===== config.mk =====
export PLATFORM = sky130hd
export DESIGN_NAME = stack_limit_guard
export DESIGN_NICKNAME = d
export VERILOG_FILES = /design/src/verilog/stack_guard_pkg.sv /design/src/verilog/ram_segment_gate.sv /design/src/verilog/stack_limit_guard.sv
export SDC_FILE = /design/constraint.sdc
export NUM_CORES = 1
export LEC_CHECK = 0
export ABC_AREA = 1
export BUFFER_PORTS_ARGS = -buffer_cell sky130_fd_sc_hd__buf_2
export CELL_PAD_IN_SITES_DETAIL_PLACEMENT = 0
export CELL_PAD_IN_SITES_GLOBAL_PLACEMENT = 1
export CORE_MARGIN = 2
export CORE_UTILIZATION = 27
export DETAILED_ROUTE_END_ITERATION = 6
export PLACE_DENSITY_LB_ADDON = 0.1
export SLEW_MARGIN = 20
export SYNTH_ARGS = -nofsm -noshare
export SYNTH_HDL_FRONTEND = slang
export SYNTH_SLANG_ARGS = --single-unit

===== constraint.sdc =====
create_clock -name REF_CLK -period 3.4 [get_ports REF_CLK]
set_clock_uncertainty 0.15 [all_clocks]
set_input_delay 0.17 -clock REF_CLK [delete_from_list [all_inputs] [get_ports REF_CLK]]
set_output_delay 0.17 -clock REF_CLK [all_outputs]
set_load 0.05 [all_outputs]

===== src/verilog/stack_guard_pkg.sv =====
// Constants, register map and types shared by the stack limit guard files.
package stack_guard_pkg;

  localparam int PC_W = 23;

  // APB register byte offsets.
  localparam logic [7:0] REG_LIMIT   = 8'h00;
  localparam logic [7:0] REG_POINTER = 8'h04;
  localparam logic [7:0] REG_STATUS  = 8'h08;
  localparam logic [7:0] REG_PROT    = 8'h0c;

  // Field positions and the flag field width.
  localparam int FLAG_OVF = 0;
  localparam int FLAG_UNF = 1;
  localparam int PROT_BOOT = 0;
  localparam int PROT_SEG  = 1;
  localparam int FLAG_N    = 2;

  // Stack geometry.
  localparam logic [15:0] SFR_FLOOR = 16'h0800;
  localparam logic [15:0] WORD_STEP = 16'h0002;
  localparam logic [15:0] SP_RESET  = 16'h0800;
  localparam logic [7:0]  BYTE_ZERO = 8'h00;
  localparam logic        PC_PAD    = 1'b0;

  // Secure RAM windows and the flash segments allowed to reach them.
  localparam logic [15:0]     BOOT_RAM_LO   = 16'h0800;
  localparam logic [15:0]     BOOT_RAM_HI   = 16'h08ff;
  localparam logic [15:0]     SEG_RAM_LO    = 16'h0900;
  localparam logic [15:0]     SEG_RAM_HI    = 16'h09ff;
  localparam logic [PC_W-1:0] BOOT_FLASH_LO = 23'h000200;
  localparam logic [PC_W-1:0] BOOT_FLASH_HI = 23'h0007ff;
  localparam logic [PC_W-1:0] SEG_FLASH_LO  = 23'h000800;
  localparam logic [PC_W-1:0] SEG_FLASH_HI  = 23'h001fff;

  typedef enum logic [1:0] {
    OP_NONE = 2'b00,
    OP_PUSH = 2'b01,
    OP_POP  = 2'b10,
    OP_REF  = 2'b11
  } stack_op_t;

  typedef enum logic [1:0] {
    SRC_DATA = 2'b00,
    SRC_CALL = 2'b01,
    SRC_EXC  = 2'b10
  } push_src_t;

  typedef enum logic {
    ST_IDLE    = 1'b0,
    ST_PC_HIGH = 1'b1
  } seq_state_t;

endpackage


===== src/verilog/ram_segment_gate.sv =====
// Secure RAM segment gate: flags data accesses made from the wrong flash segment.
`timescale 1ns/10ps
module ram_segment_gate (
  input  wire logic                              clk,
  input  wire logic                              rst_n,
  input  wire logic                              access,
  input  wire logic [15:0]                       addr,
  input  wire logic [stack_guard_pkg::PC_W-1:0]  pc,
  input  wire logic                              boot_en,
  input  wire logic                              seg_en,
  output logic                                   deny
);

  logic deny_reg;
  logic deny_next;
  logic boot_bad;
  logic seg_bad;

  function automatic logic in_ram(input logic [15:0] a, input logic [15:0] lo,
                                  input logic [15:0] hi);
    in_ram = (a >= lo) && (a <= hi);
  endfunction

  function automatic logic in_flash(input logic [stack_guard_pkg::PC_W-1:0] a,
                                    input logic [stack_guard_pkg::PC_W-1:0] lo,
                                    input logic [stack_guard_pkg::PC_W-1:0] hi);
    in_flash = (a >= lo) && (a <= hi);
  endfunction

  always_comb begin
    boot_bad = boot_en
      && in_ram(addr, stack_guard_pkg::BOOT_RAM_LO, stack_guard_pkg::BOOT_RAM_HI)
      && !in_flash(pc, stack_guard_pkg::BOOT_FLASH_LO, stack_guard_pkg::BOOT_FLASH_HI);
    seg_bad = seg_en
      && in_ram(addr, stack_guard_pkg::SEG_RAM_LO, stack_guard_pkg::SEG_RAM_HI)
      && !in_flash(pc, stack_guard_pkg::SEG_FLASH_LO, stack_guard_pkg::SEG_FLASH_HI);
    deny_next = access && (boot_bad || seg_bad);
  end

  always_ff @(posedge clk or negedge rst_n) begin
    if (!rst_n) begin
      deny_reg <= 1'b0;
    end else begin
      deny_reg <= deny_next;
    end
  end

  assign deny = deny_reg;

  property p_boot_gate;
    @(posedge clk) disable iff (!rst_n)
      access && boot_en && addr >= stack_guard_pkg::BOOT_RAM_LO
      && addr <= stack_guard_pkg::BOOT_RAM_HI
      && (pc < stack_guard_pkg::BOOT_FLASH_LO || pc > stack_guard_pkg::BOOT_FLASH_HI)
      |=> deny;
  endproperty
  a_boot_gate: assert property (p_boot_gate) else $error("Boot RAM access not denied.");

  property p_seg_gate;
    @(posedge clk) disable iff (!rst_n)
      access && seg_en && addr >= stack_guard_pkg::SEG_RAM_LO
      && addr <= stack_guard_pkg::SEG_RAM_HI
      && pc >= stack_guard_pkg::SEG_FLASH_LO && pc <= stack_guard_pkg::SEG_FLASH_HI
      |=> !deny;
  endproperty
  a_seg_gate: assert property (p_seg_gate) else $error("Secure RAM access wrongly denied.");

endmodule // ram_segment_gate


===== src/verilog/stack_limit_guard.sv =====
// Stack pointer, stack limit checking, PC push shaping and APB registers.
`timescale 1ns/10ps
module stack_limit_guard (
  input  wire logic                              REF_CLK,
  input  wire logic                              RESETN,
  input  wire logic                              PSEL,
  input  wire logic                              PENABLE,
  input  wire logic                              PWRITE,
  input  wire logic [7:0]                        PADDR,
  input  wire logic [31:0]                       PWDATA,
  output logic      [31:0]                       PRDATA,
  output logic                                   PREADY,
  output logic                                   PSLVERR,
  input  wire logic                              SP_WR,
  input  wire logic [15:0]                       SP_WDATA,
  input  wire logic                              OP_VALID,
  input  wire logic [1:0]                        OP_KIND,
  input  wire logic [1:0]                        PUSH_SRC,
  input  wire logic [15:0]                       PUSH_DATA,
  input  wire logic [15:0]                       REF_EA,
  input  wire logic [stack_guard_pkg::PC_W-1:0]  PC,
  input  wire logic [7:0]                        STATUS_LOW,
  input  wire logic                              DATA_ACCESS,
  input  wire logic [15:0]                       DATA_ADDR,
  output logic      [15:0]                       STACK_PTR,
  output logic                                   BUSY,
  output logic                                   MEM_WR,
  output logic                                   MEM_RD,
  output logic      [15:0]                       MEM_ADDR,
  output logic      [15:0]                       MEM_WDATA,
  output logic                                   TRAP_REQ,
  output logic                                   ACCESS_DENY
);

  stack_guard_pkg::seq_state_t state_reg;
  stack_guard_pkg::seq_state_t state_next;
  logic [15:0]                 sp_reg;
  logic [15:0]                 sp_next;
  logic [15:0]                 hi_word_reg;
  logic [15:0]                 hi_word_next;
  logic                        busy_reg;
  logic                        busy_next;
  logic                        mem_wr_reg;
  logic                        mem_wr_next;
  logic                        mem_rd_reg;
  logic                        mem_rd_next;
  logic [15:0]                 mem_addr_reg;
  logic [15:0]                 mem_addr_next;
  logic [15:0]                 mem_wdata_reg;
  logic [15:0]                 mem_wdata_next;
  logic                        trap_reg;
  logic                        trap_next;
  logic [15:0]                 ea;
  logic                        ea_valid;
  logic                        ovf_hit;
  logic                        unf_hit;
  logic [15:0]                 limit_reg;
  logic [15:0]                 limit_next;
  logic                        limit_valid_reg;
  logic                        limit_valid_next;
  logic [stack_guard_pkg::FLAG_N-1:0] flags_reg;
  logic [stack_guard_pkg::FLAG_N-1:0] flags_next;
  logic [stack_guard_pkg::FLAG_N-1:0] flag_hit;
  logic [stack_guard_pkg::FLAG_N-1:0] flag_clr;
  logic [stack_guard_pkg::FLAG_N-1:0] prot_reg;
  logic [stack_guard_pkg::FLAG_N-1:0] prot_next;
  logic [31:0]                 prdata_reg;
  logic [31:0]                 prdata_next;
  logic                        pready_reg;
  logic                        pready_next;
  logic                        pslverr_reg;
  logic                        pslverr_next;
  logic                        apb_setup;
  logic                        apb_write;
  logic [3:0]                  sel;

  // One-hot register select; all zero means an unmapped offset.
  function automatic logic [3:0] reg_select(input logic [7:0] a);
    reg_select = {a == stack_guard_pkg::REG_PROT, a == stack_guard_pkg::REG_STATUS,
                  a == stack_guard_pkg::REG_POINTER, a == stack_guard_pkg::REG_LIMIT};
  endfunction

  // Stack sequencer. A PC push takes two cycles: low word, then high word.
  always_comb begin
    state_next     = state_reg;
    sp_next        = sp_reg;
    hi_word_next   = hi_word_reg;
    mem_wr_next    = 1'b0;
    mem_rd_next    = 1'b0;
    mem_addr_next  = mem_addr_reg;
    mem_wdata_next = mem_wdata_reg;
    ea             = sp_reg;
    ea_valid       = 1'b0;
    unique case (state_reg)
      stack_guard_pkg::ST_IDLE: begin
        if (OP_VALID && OP_KIND == stack_guard_pkg::OP_PUSH) begin
          ea_valid      = 1'b1;
          mem_wr_next   = 1'b1;
          mem_addr_next = sp_reg;
          sp_next       = sp_reg + stack_guard_pkg::WORD_STEP;
          if (PUSH_SRC == stack_guard_pkg::SRC_CALL) begin
            mem_wdata_next = PC[15:0];
            hi_word_next   = {stack_guard_pkg::BYTE_ZERO, stack_guard_pkg::PC_PAD,
                              PC[stack_guard_pkg::PC_W-1:16]};
            state_next     = stack_guard_pkg::ST_PC_HIGH;
          end else if (PUSH_SRC == stack_guard_pkg::SRC_EXC) begin
            mem_wdata_next = PC[15:0];
            hi_word_next   = {STATUS_LOW, stack_guard_pkg::PC_PAD,
                              PC[stack_guard_pkg::PC_W-1:16]};
            state_next     = stack_guard_pkg::ST_PC_HIGH;
          end else begin
            mem_wdata_next = PUSH_DATA;
          end
        end else if (OP_VALID && OP_KIND == stack_guard_pkg::OP_POP) begin
          ea            = sp_reg - stack_guard_pkg::WORD_STEP;
          ea_valid      = 1'b1;
          mem_rd_next   = 1'b1;
          mem_addr_next = ea;
          sp_next       = ea;
        end else if (OP_VALID && OP_KIND == stack_guard_pkg::OP_REF) begin
          ea       = REF_EA;
          ea_valid = 1'b1;
        end else if (SP_WR) begin
          sp_next = {SP_WDATA[15:1], 1'b0};
        end
      end
      stack_guard_pkg::ST_PC_HIGH: begin
        ea_valid       = 1'b1;
        mem_wr_next    = 1'b1;
        mem_addr_next  = sp_reg;
        mem_wdata_next = hi_word_reg;
        sp_next        = sp_reg + stack_guard_pkg::WORD_STEP;
        state_next     = stack_guard_pkg::ST_IDLE;
      end
    endcase
    busy_next = (state_next == stack_guard_pkg::ST_PC_HIGH);
    // The limit is compared from its register, so a fresh write is seen one cycle later.
    ovf_hit   = ea_valid && limit_valid_reg && (ea > limit_reg);
    unf_hit   = ea_valid && (ea < stack_guard_pkg::SFR_FLOOR);
    trap_next = ovf_hit || unf_hit;
  end

  always_ff @(posedge REF_CLK or negedge RESETN) begin
    if (!RESETN) begin
      state_reg     <= stack_guard_pkg::ST_IDLE;
      sp_reg        <= stack_guard_pkg::SP_RESET;
      hi_word_reg   <= '0;
      busy_reg      <= 1'b0;
      mem_wr_reg    <= 1'b0;
      mem_rd_reg    <= 1'b0;
      mem_addr_reg  <= '0;
      mem_wdata_reg <= '0;
      trap_reg      <= 1'b0;
    end else begin
      state_reg     <= state_next;
      sp_reg        <= sp_next;
      hi_word_reg   <= hi_word_next;
      busy_reg      <= busy_next;
      mem_wr_reg    <= mem_wr_next;
      mem_rd_reg    <= mem_rd_next;
      mem_addr_reg  <= mem_addr_next;
      mem_wdata_reg <= mem_wdata_next;
      trap_reg      <= trap_next;
    end
  end

  // APB slave: no wait state, answer raised in the first access cycle.
  always_comb begin
    sel          = reg_select(PADDR);
    apb_setup    = PSEL && !PENABLE;
    apb_write    = PSEL && PENABLE && pready_reg && PWRITE;
    pready_next  = apb_setup;
    pslverr_next = apb_setup && (sel == 4'h0);
    prdata_next  = prdata_reg;
    if (apb_setup) begin
      prdata_next = 32'h0000_0000;
      if (!PWRITE && sel[0] && limit_valid_reg) begin
        prdata_next[15:0] = limit_reg;
      end else if (!PWRITE && sel[1]) begin
        prdata_next[15:0] = sp_reg;
      end else if (!PWRITE && sel[2]) begin
        prdata_next[stack_guard_pkg::FLAG_N-1:0] = flags_reg;
      end else if (!PWRITE && sel[3]) begin
        prdata_next[stack_guard_pkg::FLAG_N-1:0] = prot_reg;
      end
    end
    limit_next       = limit_reg;
    limit_valid_next = limit_valid_reg;
    prot_next        = prot_reg;
    if (apb_write && sel[0]) begin
      limit_next       = {PWDATA[15:1], 1'b0};
      limit_valid_next = 1'b1;
    end
    if (apb_write && sel[3]) begin
      prot_next = PWDATA[stack_guard_pkg::FLAG_N-1:0];
    end
    flag_hit[stack_guard_pkg::FLAG_OVF] = ovf_hit;
    flag_hit[stack_guard_pkg::FLAG_UNF] = unf_hit;
    flag_clr = (apb_write && sel[2]) ? PWDATA[stack_guard_pkg::FLAG_N-1:0] : '0;
  end

  // Sticky error flags, write one to clear; a new hit wins over the clear.
  for (genvar i = 0; i < stack_guard_pkg::FLAG_N; i++) begin : g_flag
    always_comb begin
      flags_next[i] = flag_hit[i] || (flags_reg[i] && !flag_clr[i]);
    end
  end

  always_ff @(posedge REF_CLK or negedge RESETN) begin
    if (!RESETN) begin
      prdata_reg      <= '0;
      pready_reg      <= 1'b0;
      pslverr_reg     <= 1'b0;
      limit_valid_reg <= 1'b0;
      prot_reg        <= '0;
      flags_reg       <= '0;
    end else begin
      prdata_reg      <= prdata_next;
      pready_reg      <= pready_next;
      pslverr_reg     <= pslverr_next;
      limit_valid_reg <= limit_valid_next;
      prot_reg        <= prot_next;
      flags_reg       <= flags_next;
    end
  end

  // The limit itself is deliberately left without reset.
  always_ff @(posedge REF_CLK) begin
    limit_reg <= limit_next;
  end

  ram_segment_gate u_gate (
    .clk     (REF_CLK),
    .rst_n   (RESETN),
    .access  (DATA_ACCESS),
    .addr    (DATA_ADDR),
    .pc      (PC),
    .boot_en (prot_reg[stack_guard_pkg::PROT_BOOT]),
    .seg_en  (prot_reg[stack_guard_pkg::PROT_SEG]),
    .deny    (ACCESS_DENY)
  );

  assign PRDATA    = prdata_reg;
  assign PREADY    = pready_reg;
  assign PSLVERR   = pslverr_reg;
  assign STACK_PTR = sp_reg;
  assign BUSY      = busy_reg;
  assign MEM_WR    = mem_wr_reg;
  assign MEM_RD    = mem_rd_reg;
  assign MEM_ADDR  = mem_addr_reg;
  assign MEM_WDATA = mem_wdata_reg;
  assign TRAP_REQ  = trap_reg;

  property p_sp_write;
    @(posedge REF_CLK) disable iff (!RESETN)
      !busy_reg && !OP_VALID && SP_WR |=> STACK_PTR == {$past(SP_WDATA[15:1]), 1'b0};
  endproperty
  a_sp_write: assert property (p_sp_write) else $error("Pointer write lost.");

  property p_push;
    @(posedge REF_CLK) disable iff (!RESETN)
      !busy_reg && OP_VALID && OP_KIND == stack_guard_pkg::OP_PUSH
      |=> MEM_WR && MEM_ADDR == $past(sp_reg)
      && STACK_PTR == MEM_ADDR + stack_guard_pkg::WORD_STEP;
  endproperty
  a_push: assert property (p_push) else $error("Push order wrong.");

  property p_pop;
    @(posedge REF_CLK) disable iff (!RESETN)
      !busy_reg && OP_VALID && OP_KIND == stack_guard_pkg::OP_POP
      |=> MEM_RD && MEM_ADDR == $past(sp_reg) - stack_guard_pkg::WORD_STEP
      && STACK_PTR == MEM_ADDR;
  endproperty
  a_pop: assert property (p_pop) else $error("Pop order wrong.");

  property p_call_msb;
    @(posedge REF_CLK) disable iff (!RESETN)
      !busy_reg && OP_VALID && OP_KIND == stack_guard_pkg::OP_PUSH
      && PUSH_SRC == stack_guard_pkg::SRC_CALL
      |=> BUSY ##1 MEM_WR && MEM_WDATA[15:7] == 9'h000;
  endproperty
  a_call_msb: assert property (p_call_msb) else $error("Call push top bit set.");

  property p_exc_status;
    @(posedge REF_CLK) disable iff (!RESETN)
      !busy_reg && OP_VALID && OP_KIND == stack_guard_pkg::OP_PUSH
      && PUSH_SRC == stack_guard_pkg::SRC_EXC
      |=> ##1 MEM_WR && MEM_WDATA[15:8] == $past(STATUS_LOW, 2);
  endproperty
  a_exc_status: assert property (p_exc_status) else $error("Status byte missing.");

  property p_limit_lsb;
    @(posedge REF_CLK) disable iff (!RESETN)
      PSEL && !PENABLE && !PWRITE && PADDR == stack_guard_pkg::REG_LIMIT |=> !PRDATA[0];
  endproperty
  a_limit_lsb: assert property (p_limit_lsb) else $error("Limit bit zero reads one.");

  property p_at_limit;
    @(posedge REF_CLK) disable iff (!RESETN)
      !busy_reg && OP_VALID && OP_KIND == stack_guard_pkg::OP_PUSH && limit_valid_reg
      && sp_reg == limit_reg && sp_reg >= stack_guard_pkg::SFR_FLOOR
      |=> (!TRAP_REQ) and ((OP_VALID && OP_KIND == stack_guard_pkg::OP_PUSH && !BUSY)
      |=> TRAP_REQ);
  endproperty
  a_at_limit: assert property (p_at_limit) else $error("Limit trap misplaced.");

  property p_underflow;
    @(posedge REF_CLK) disable iff (!RESETN)
      !busy_reg && OP_VALID && OP_KIND == stack_guard_pkg::OP_POP
      && sp_reg <= stack_guard_pkg::SFR_FLOOR && sp_reg >= stack_guard_pkg::WORD_STEP
      |=> TRAP_REQ;
  endproperty
  a_underflow: assert property (p_underflow) else $error("Underflow not trapped.");

  property p_trap_cause;
    @(posedge REF_CLK) disable iff (!RESETN)
      TRAP_REQ |-> $past(ea_valid) && ($past(flag_hit) != '0);
  endproperty
  a_trap_cause: assert property (p_trap_cause) else $error("Trap without cause.");

endmodule // stack_limit_guard

### After elaboration in Yosys (flattened, before gate mapping)

Cells that the tools add are included.

| storage, ports and cells | value |
|---|---|
| bits in registers | 107 |
| input port bits | 147 |
| output and inout bits | 87 |
| word-level logic and storage cells | 123 |

| cells by class | value |
|---|---|
| add/subtract/negate cells | 2 |
| $lt $le $gt $ge | 10 |
| eq/ne operators | 12 |
| mux-type cells | 37 |
| bitwise gates (word level) | 1 |
| reductions and logical operators | 45 |

Operators with widths:

| kind | number |
|---|---|
| $mux 16 | 16 |
| $pmux 16 s2 | 3 |
| $ge 16x12->1 const B | 2 |
| $le 16x12->1 const B | 2 |
| $logic_and 1x1->1 | 30 |
| $ge 23x10->1 const B | 1 |
| $ge 23x12->1 const B | 1 |
| $le 23x11->1 const B | 1 |
| $le 23x13->1 const B | 1 |
| $add 16x2->16 const B | 1 |
| $eq 8x4->1 const B | 2 |
| $gt 16x16->1 | 1 |
| $lt 16x12->1 const B | 1 |
| $sub 16x2->16 const B | 1 |
| $mux 14 | 1 |
| $mux 1 | 10 |
| $eq 8x3->1 const B | 1 |
| $logic_not 8->1 | 1 |
| $mux 2 | 4 |
| $ne 4x4->1 const B | 2 |
| $eq 2x2->1 const B | 3 |
| $logic_not 1->1 | 6 |
| $pmux 1 s2 | 3 |
| $eq 2x1->1 const B | 2 |
| other kinds (8) | 11 |

### Depth between registers and ports, before layout

Gate-level depths: netlist (run 1).

| logic depth | value |
|---|---|
| depth after elaboration | 9 |
| gate-level depth with buffers | 18 |
| depth with buffers taken out | 18 |

### Hierarchy

A second synthesis (run 1) with hierarchy kept.

| unflattened totals | value |
|---|---|
| cells, all modules | 823 |
| area total of the unflattened synthesis | 6477.5 um2 |

Modules (own cells, without submodules):

| module | instances | cells an instance | area an instance (um2) |
|---|---|---|---|
| stack_limit_guard | 1 | 790 | 6316.1 |
| ram_segment_gate | 1 | 33 | 161.4 |

### Worst setup path before layout (run 1)

OpenSTA, ideal clock, no wires.

| path | value |
|---|---|
| path kind | reg-to-reg |
| start | register sp_reg[1], in the netlist STACK_PTR[1] |
| end | register trap_reg, in the netlist TRAP_REQ |
| library setup time | 0.117 ns |
| arrival time | 2.494 ns |
| required time | 3.133 ns |
| slack | 0.639 ns |
| stages on the path, launching flop included | 17 |
| period minus slack after synthesis | 2.761 ns |
| cell sequence | dfrtp_1 -> inv_2 -> ha_1 -> inv_1 -> nor2_4 -> o21ai_1 -> nand2_1 -> o21ai_1 -> o211ai_1 -> ha_1 -> nand2_1 -> inv_1 -> nand3_1 -> nor3b_1 -> a31oi_1 -> nand2_1 -> nand2_1 |

| on the way | value |
|---|---|
| longest elaborated chain between the ends | 7 |
| elaborated cells between the ends (all ways) | 10 |

Ends and longest elaborated chain:

| what | line | source |
|---|---|---|
| from (decl) | stack_limit_guard.sv:37 | `logic [15:0] sp_reg;` |
| from (signal assigned) | stack_limit_guard.sv:146 | `sp_reg <= stack_guard_pkg::SP_RESET;` |
| from (signal assigned) | stack_limit_guard.sv:156 | `sp_reg <= sp_next;` |
| $sub 16x2->16 or $mux 16 (tied branches) | stack_limit_guard.sv:115, stack_limit_guard.sv:120 |  |
| $mux 16 | stack_limit_guard.sv:114 | `end else if (OP_VALID && OP_KIND == stack_guard_pkg::OP_POP) begin` |
| $mux 16 | stack_limit_guard.sv:96 | `if (OP_VALID && OP_KIND == stack_guard_pkg::OP_PUSH) begin` |
| $mux 16 * | stack_limit_guard.sv:94 | `unique case (state_reg)` |
| $gt 16x16->1 or $lt 16x12->1 (tied branches) | stack_limit_guard.sv:138, stack_limit_guard.sv:139 |  |
| $logic_and 1x1->1 (on tied branches) | stack_limit_guard.sv:138, stack_limit_guard.sv:139 |  |
| $logic_or 1x1->1 * | stack_limit_guard.sv:140 | `trap_next = ovf_hit \|\| unf_hit;` |
| via trap_next | stack_limit_guard.sv:52 | `logic trap_next;` |
| to (signal assigned) | stack_limit_guard.sv:163 | `trap_reg <= trap_next;` |
| to (decl) | stack_limit_guard.sv:51 | `logic trap_reg;` |

The timed path passes the listed nets; every way through them passes the cells marked *.
A chain may end at the register's enable or synchronous reset.

### Final worst setup path (run 1)

| path | value |
|---|---|
| start | register sp_reg[2], in the netlist STACK_PTR[2] |
| end | register trap_reg, in the netlist TRAP_REQ |

The elaborated chain is that of the path after synthesis.

==> flow_metrics.env, run 1 <==
export IMPL_tritoncts="yes"
export IMPL_ys_seq_area_frac=0.415
export IMPL_grt_pass1_vias=6097
export IMPL_clk_path_buf_depth=2
export IMPL_synth_edff_count=15
export IMPL_hold_violations=0
export IMPL_grt_usage=0.185
export IMPL_synth_ff_type="dfrtp_1"
export IMPL_htree_levels=3
export IMPL_maxSlewViolCount=0
export IMPL_routedWlPerCell_um=17.1
export IMPL_clk_pin_slew_ns=0.08
export IMPL_ys_warn_count=0
export IMPL_insertion_delay_ns=0.36
export IMPL_cts_hold_repair_buffers=42
export IMPL_core_area_sq_mm=0.0235
export IMPL_synthToLayoutAreaGrowth_pct=29.8
export IMPL_powerDensity_mw_per_mm2=510
export IMPL_nNetsFinal=1193
export IMPL_syn_instance_count=803
export IMPL_vdd_drop_max_v=0.000245
export IMPL_antenna_found_initial=3
export IMPL_via_per_inst=4.61
export IMPL_root_buffer="clkbuf_16"
export IMPL_p_leak_nw=4.24
export IMPL_fillers=2549
export IMPL_max_cap_violations=0
export IMPL_critical_path_startpoint_type="flip-flop"
export IMPL_grt_pass1_wl_um=34800
export IMPL_seqCellArea_sq_mm=0.00268
export IMPL_die_w_um=159
export IMPL_tns_ns=0
export IMPL_io_pins=234
export IMPL_end_kind="flip-flop"
export IMPL_drc=0
export IMPL_first_pass_iters=6
export IMPL_drive_gt1_frac=0.278
export IMPL_dieArea_sq_mm=0.0252
export IMPL_place_congestion=0.826
export IMPL_multiInputGateArea_sq_mm=0.00319
export IMPL_drt_first_iter_violations=279
export IMPL_worst_pin_slew_ns=0.784
export IMPL_overflow=0
export IMPL_die_y_um=159
export IMPL_n_antenna_cell=0
export IMPL_ant_nets=0
export IMPL_rows=56
export IMPL_outcome="complete, no violations"
export IMPL_dp_cells=1293
export IMPL_setup_viol=0
export IMPL_postSynthRegisterBits=104
export IMPL_rsz0062_at_grt="false"
export IMPL_critPathMaxFanout=5
export IMPL_dr_total_vias=6234
export IMPL_power_w=0.00428
export IMPL_crit_arrival_ns=3.06
export IMPL_yosys_cell_types_count=47
export IMPL_initial_core_util=0.275
export IMPL_period_share=0.874
export IMPL_syn_avg_cell_area_sq_um=8.04
export IMPL_cts_setup_buffers=0
export IMPL_max_slew_margin=0.477
export IMPL_clock_sinks=104
export IMPL_routed_wl_um=23100
export IMPL_critical_path_class="reg -> reg"
export IMPL_post_dp_hpwl_um=17600
export IMPL_io_buffers=190
export IMPL_fin_cells=1351
export IMPL_syn_area_sq_mm=0.00646
export IMPL_cts_resized=0
export IMPL_grt_max_degree=50
export IMPL_max_freq_mhz=337
export IMPL_period_needed_ns=2.97
export IMPL_synthArstFlopShare=0.856
export IMPL_cts_buffers=9
export IMPL_worstPathRequired_ns=3.49
export IMPL_hold_path_class="in -> reg"
## synthesized netlist by cell type (8+ instances only)
master / instances / share of area
o21ai_1: 24 / 0.019
buf_4: 22 / 0.026
o21ai_0: 72 / 0.056
o211ai_1: 16 / 0.019
buf_2: 15 / 0.012
nand4_1: 12 / 0.012
nand2_1: 198 / 0.12
a21oi_1: 44 / 0.034
nand3_1: 57 / 0.044
xor2_1: 9 / 0.012
ha_1: 19 / 0.037
nor2_1: 33 / 0.019
inv_1: 60 / 0.035
edfxtp_1: 15 / 0.070
a22oi_1: 10 / 0.012
buf_6: 11 / 0.019
dfrtp_1: 88 / 0.34
nor2_2: 11 / 0.011
nand2_2: 8 / 0.0077
## critical path, stage by stage (launching register included)
cell and delay, ns:
dfrtp_1 0.38, inv_1 0.17, ha_1 0.24, nand2_2 0.11, nor2_2 0.19, xor2_1 0.17
o21ai_1 0.09, o21ai_1 0.17, o211ai_1 0.15, ha_1 0.32, nand2_1 0.07, nor3_1 0.33
a31oi_1 0.13, nand2_1 0.13, nand2_1 0.06
## placed cells by master (no fill, tap or decap), drive strengths merged, types with 15 or more instances in the layout
| master | instances |
|---|---|
| ha | 19 |
| dfrtp | 88 |
| buf | 209 |
| nand2 | 206 |
| o211ai | 23 |
| inv | 70 |
| conb | 18 |
| nor2 | 51 |
| nand3 | 61 |
| edfxtp | 15 |
| dlygate4sd3 | 42 |
| o21ai | 103 |
| a21oi | 45 |
## cells by family after synthesis
| group | share of synthesized area |
|---|---|
| AND/OR/NAND/NOR | 0.252 |
| other | 0.000581 |
| adder cells (fa/ha/maj) | 0.0368 |
| AO/OA/AOI/OAI | 0.182 |
| XOR/XNOR | 0.0122 |
| flip-flops | 0.415 |
| buffers and inverters | 0.102 |
## worst paths after layout
path	slack [ns]	cells after the start	to	start
worst max-delay path	0.43	14	TRAP_REQ$_DFF_PN0_	STACK_PTR[2]$_DFFE_PN0P_
worst min register to register	0.32	2	hi_word_reg[2]$_DFFE_PN0P_	hi_word_reg[2]$_DFFE_PN0P_
max in group asynchronous	2.03	3	PREADY$_DFF_PN0_	RESETN
worst min-delay path	0.02	5	STACK_PTR[1]$_DFFE_PN0P_	SP_WDATA[1]
min in group asynchronous	0.26	2	MEM_WR$_DFF_PN0_	RESETN
worst max register to register	0.43	14	TRAP_REQ$_DFF_PN0_	STACK_PTR[2]$_DFFE_PN0P_
## metal layers
metal	track usage	wire length (um)	share of wire	up-vias
li1	-	-	-	3134
met1	0.238	10100	0.44	2876
met2	0.313	11000	0.48	194
met3	0.0419	1530	0.066	24
met4	0.0498	403	0.017	6
met5	0	47	0.0020	-
## layout make-up
cell class / instances / share of cell area
clock buffer: 10 / 0.0298
clock inverter: 6 / 0.00970
multi-input combinational: 593 / 0.381
inverter: 68 / 0.0304
sequential: 104 / 0.319
timing repair buffer: 251 / 0.182
tap: 319 / 0.0476
## where the power goes
group | total [W] | internal, W | leakage [nW] | switching [W]
registers | 0.00158 | 0.00143 | 1.27 | 0.000146
clock network | 0.00117 | 0.000634 | 0.162 | 0.000541
logic | 0.00152 | 0.000422 | 2.80 | 0.00110
total | 0.00428 | 0.00249 | 4.24 | 0.00179
## through the flow
step / area [sq um] / hold WS, ns / utilization / worst slack, ns
6_report: 8390 / 0.0247 / 0.357 / 0.429
5_1_grt: 8390 / 0.0574 / 0.357 / 0.114
4_1_cts: 8390 / 0.0135 / 0.357 / 0.386
3_5_place_dp: 7630 / 0.129 / 0.325 / 0.433
3_3_place_gp: 7630 / 0.133 / 0.325 / 0.458
2_1_floorplan: 6520 / -0.276 / - / 0.639
Note: power is estimated with default switching activity, not from simulation.
==> run 2, diff against run 1 <==
--- a/config.mk
+++ b/config.mk
@@ -16,4 +16,5 @@
 export SLEW_MARGIN = 20
 export SYNTH_ARGS = -nofsm -noshare
 export SYNTH_HDL_FRONTEND = slang
+export SYNTH_HIERARCHICAL = 1
 export SYNTH_SLANG_ARGS = --single-unit
==> run 2 against run 1 <==
Sequential power barely moved. Setup slack got worse by 0.14 ns. Hold slack got worse by 0.011 ns. Utilization fell by 0.27 points. Cell area fell by 0.46%. Register-to-register slack got worse by 0.14 ns. Critical endpoint unchanged. Largest cell class unchanged. Highest routed layer unchanged.
==> flow_metrics.env, run 2 <==
export IMPL_outcome="complete, no violations"
export IMPL_drt_met1_wl_um=9820
export IMPL_syn_avg_cell_area_sq_um=7.87
export IMPL_grt_pass1_vias=6391
export IMPL_max_slew_margin=0.377
export IMPL_final_cell_mix="nand2_1 (219), buf_2 (189), dfrtp_1 (88)"
export IMPL_r2r_end="TRAP_REQ$_DFF_PN0_"
export IMPL_synthArstFlopShare=0.856
export IMPL_dpl_instance_area_sq_mm=0.00766
export IMPL_cts_setup_buffers=0
export IMPL_post_dp_hpwl_um=17500
export IMPL_overflow=0
export IMPL_insertion_delay_ns=0.36
export IMPL_rows=56
export IMPL_synth_compound_area_share=0.171
export IMPL_synth_mux_area_frac=0
export IMPL_dp_cells=1311
export IMPL_tritoncts="yes"
export IMPL_synth_xor_area_frac=0.0122
export IMPL_rrSetupSlack_ns=0.28
export IMPL_syn_instance_count=823
export IMPL_root_buffer="clkbuf_16"
export IMPL_routedWlPerCell_um=16.5
export IMPL_synthAdderAreaFrac=0.0367
export IMPL_synth_edff_count=15
export IMPL_via_per_inst=4.58
export IMPL_grt_usage=0.179
export IMPL_seqCellArea_sq_mm=0.00268
export IMPL_clock_sinks=104
export IMPL_htree_levels=3
export IMPL_clk_path_buf_depth=2
export IMPL_ys_seq_area_frac=0.414
export IMPL_critical_path_class="reg -> reg"
export IMPL_period_share=0.916
export IMPL_power_w=0.00416
export IMPL_first_pass_iters=4
export IMPL_synth_ff_type="dfrtp_1"
export IMPL_final_common_cell="nand2_1"
export IMPL_yosys_area_top_type="dfrtp_1"
export IMPL_die_w_um=159
export IMPL_synth_top_area_frac=0.340
export IMPL_max_freq_mhz=321
export IMPL_utilization=0.355
export IMPL_dieArea_sq_mm=0.0252
export IMPL_maxSlewViolCount=0
export IMPL_routed_wl_um=22500
export IMPL_synth_top_family_by_area="simple AND/OR/NAND/NOR gates"
export IMPL_io_buffers=190
export IMPL_drc=0
export IMPL_top_layer="met5"
export IMPL_place_congestion=0.796
export IMPL_critical_path_startpoint_type="flip-flop"
export IMPL_fin_cells=1366
export IMPL_drt_first_iter_violations=198
export IMPL_min_path_cells=5
export IMPL_postSynthRegisterBits=104
export IMPL_antenna_found_initial=4
export IMPL_drive_gt1_frac=0.262
export IMPL_p_leak_nw=4.25
export IMPL_worstPathRequired_ns=3.48
export IMPL_rsz0062_at_grt="false"
export IMPL_routed_wl_met2_um=11100
export IMPL_design_area_sq_mm=0.00835
export IMPL_syn_area_sq_mm=0.00648
export IMPL_rr_startpoint="STACK_PTR[2]$_DFFE_PN0P_"
export IMPL_met3WireLength_um=1330
export IMPL_powerDensity_mw_per_mm2=499
export IMPL_clk_pin_slew_ns=0.07
export IMPL_setup_viol=0
export IMPL_synth_simple_area_share=0.268
export IMPL_synthToLayoutAreaGrowth_pct=28.9
export IMPL_ys_warn_count=6
export IMPL_core_area_sq_mm=0.0235
export IMPL_initial_core_util=0.275
export IMPL_grt_pass1_wl_um=35400
export IMPL_synthTopCellsByCount="nand2_1 (219), dfrtp_1 (88), o21ai_0 (78)"
export IMPL_max_cap_violations=0
export IMPL_vdd_drop_max_v=0.000201
export IMPL_tns_ns=0
export IMPL_cts_buffers=9
export IMPL_worst_pin_slew_ns=0.933
export IMPL_end_kind="flip-flop"
export IMPL_period_needed_ns=3.12
export IMPL_min_from="SP_WDATA[1]"
export IMPL_crit_arrival_ns=3.20
export IMPL_yosys_cell_types_count=50
export IMPL_io_pins=234
export IMPL_critPathMaxFanout=6
export IMPL_grt_max_degree=47
export IMPL_yosys_top_cells_area="dfrtp_1 (34%), nand2_1 (13%), edfxtp_1 (7.0%)"
export IMPL_die_y_um=159
export IMPL_rr_worst_depth=17
export IMPL_yosysMostFrequentCell="nand2_1"
export IMPL_hold_path_class="in -> reg"
export IMPL_multiInputGateArea_sq_mm=0.00323
export IMPL_ant_nets=0
export IMPL_hold_violations=0
export IMPL_fillers=2592
export IMPL_min_to="STACK_PTR[1]$_DFFE_PN0P_"
export IMPL_dr_total_vias=6253
export IMPL_nNetsFinal=1207
-- run 2: routing by layer --
layer	vias up	global-route usage
li1	3169	-
met1	2899	0.219
met2	162	0.317
met3	17	0.0465
met4	6	0.0380
met5	-	0
-- run 2: how the worst max path moves through the flow --
stage | from | end | slack (ns) | depth (start not counted)
floorplan | STACK_PTR[2]$_DFFE_PN0P_ | TRAP_REQ$_DFF_PN0_ | 0.53 | 17
global placement | STACK_PTR[2]$_DFFE_PN0P_ | TRAP_REQ$_DFF_PN0_ | 0.33 | 17
detailed placement | STACK_PTR[2]$_DFFE_PN0P_ | flags_reg[0]$_DFF_PN0_ | 0.28 | 17
CTS | STACK_PTR[2]$_DFFE_PN0P_ | TRAP_REQ$_DFF_PN0_ | 0.27 | 17
global route | STACK_PTR[2]$_DFFE_PN0P_ | TRAP_REQ$_DFF_PN0_ | 0.01 | 17
finish | STACK_PTR[2]$_DFFE_PN0P_ | TRAP_REQ$_DFF_PN0_ | 0.28 | 17
-- run 2: area by class of cell --
| type | instances | area share |
|---|---|---|
| antenna | 1 | 0.000300 |
| clock buffer | 11 | 0.0316 |
| clock inverter | 5 | 0.00510 |
| inverter | 70 | 0.0321 |
| multi-input combinational | 611 | 0.387 |
| sequential | 104 | 0.321 |
| tap | 319 | 0.0478 |
| timing repair buffer | 245 | 0.175 |
-- run 2: per-stage QoR --
stage	hold WS [ns]	worst slack, ns
2_1_floorplan	-0.276	0.529
3_3_place_gp	0.106	0.333
3_5_place_dp	0.111	0.279
4_1_cts	0.00324	0.273
5_1_grt	0.0314	0.0141
6_report	0.0133	0.285
-- run 2: critical path: stages (launching register included) --
cell and delay (ns):
dfrtp_1 0.45, inv_1 0.17, ha_1 0.22, nand2_1 0.12, nor2_2 0.22, xor2_1 0.09, nand2_1 0.12, nand2_1 0.05
o21ai_0 0.13, o211ai_1 0.15, ha_1 0.32, nand2_1 0.06, nor2_1 0.09, nand2_1 0.11, nor4b_1 0.26, a21oi_1 0.10
nand2_1 0.11, nand2_1 0.06
-- run 2: repair_timing --
| action | 4_1_cts | 5_1_grt |
|---|---|---|
| gates resized for setup | 0 | 0 |
| endpoints found under the hold margin | 80 | 0 |
| hold buffers | 38 | 0 |
| endpoints found under the setup margin | 0 | 0 |
-- run 2: power breakdown --
| group | internal, W | switching (W) | total, W |
|---|---|---|---|
| registers | 0.00143 | 0.000146 | 0.00158 |
| logic | 0.000416 | 0.00107 | 0.00149 |
| clock network | 0.000574 | 0.000526 | 0.00110 |
| total | 0.00242 | 0.00174 | 0.00416 |
-- run 2: kinds of logic (layout without fill, tap and decap cells) --
logic type                 after synthesis  in the layout
other                                    1             19
xor gates and xnor gates                 9              9
adders and majority gates               19             19
buffers and inverters                  125            331
DFF                                    104            104
AOI/OAI and AO/OA                      186            186
and+or+nand+nor                        379            379
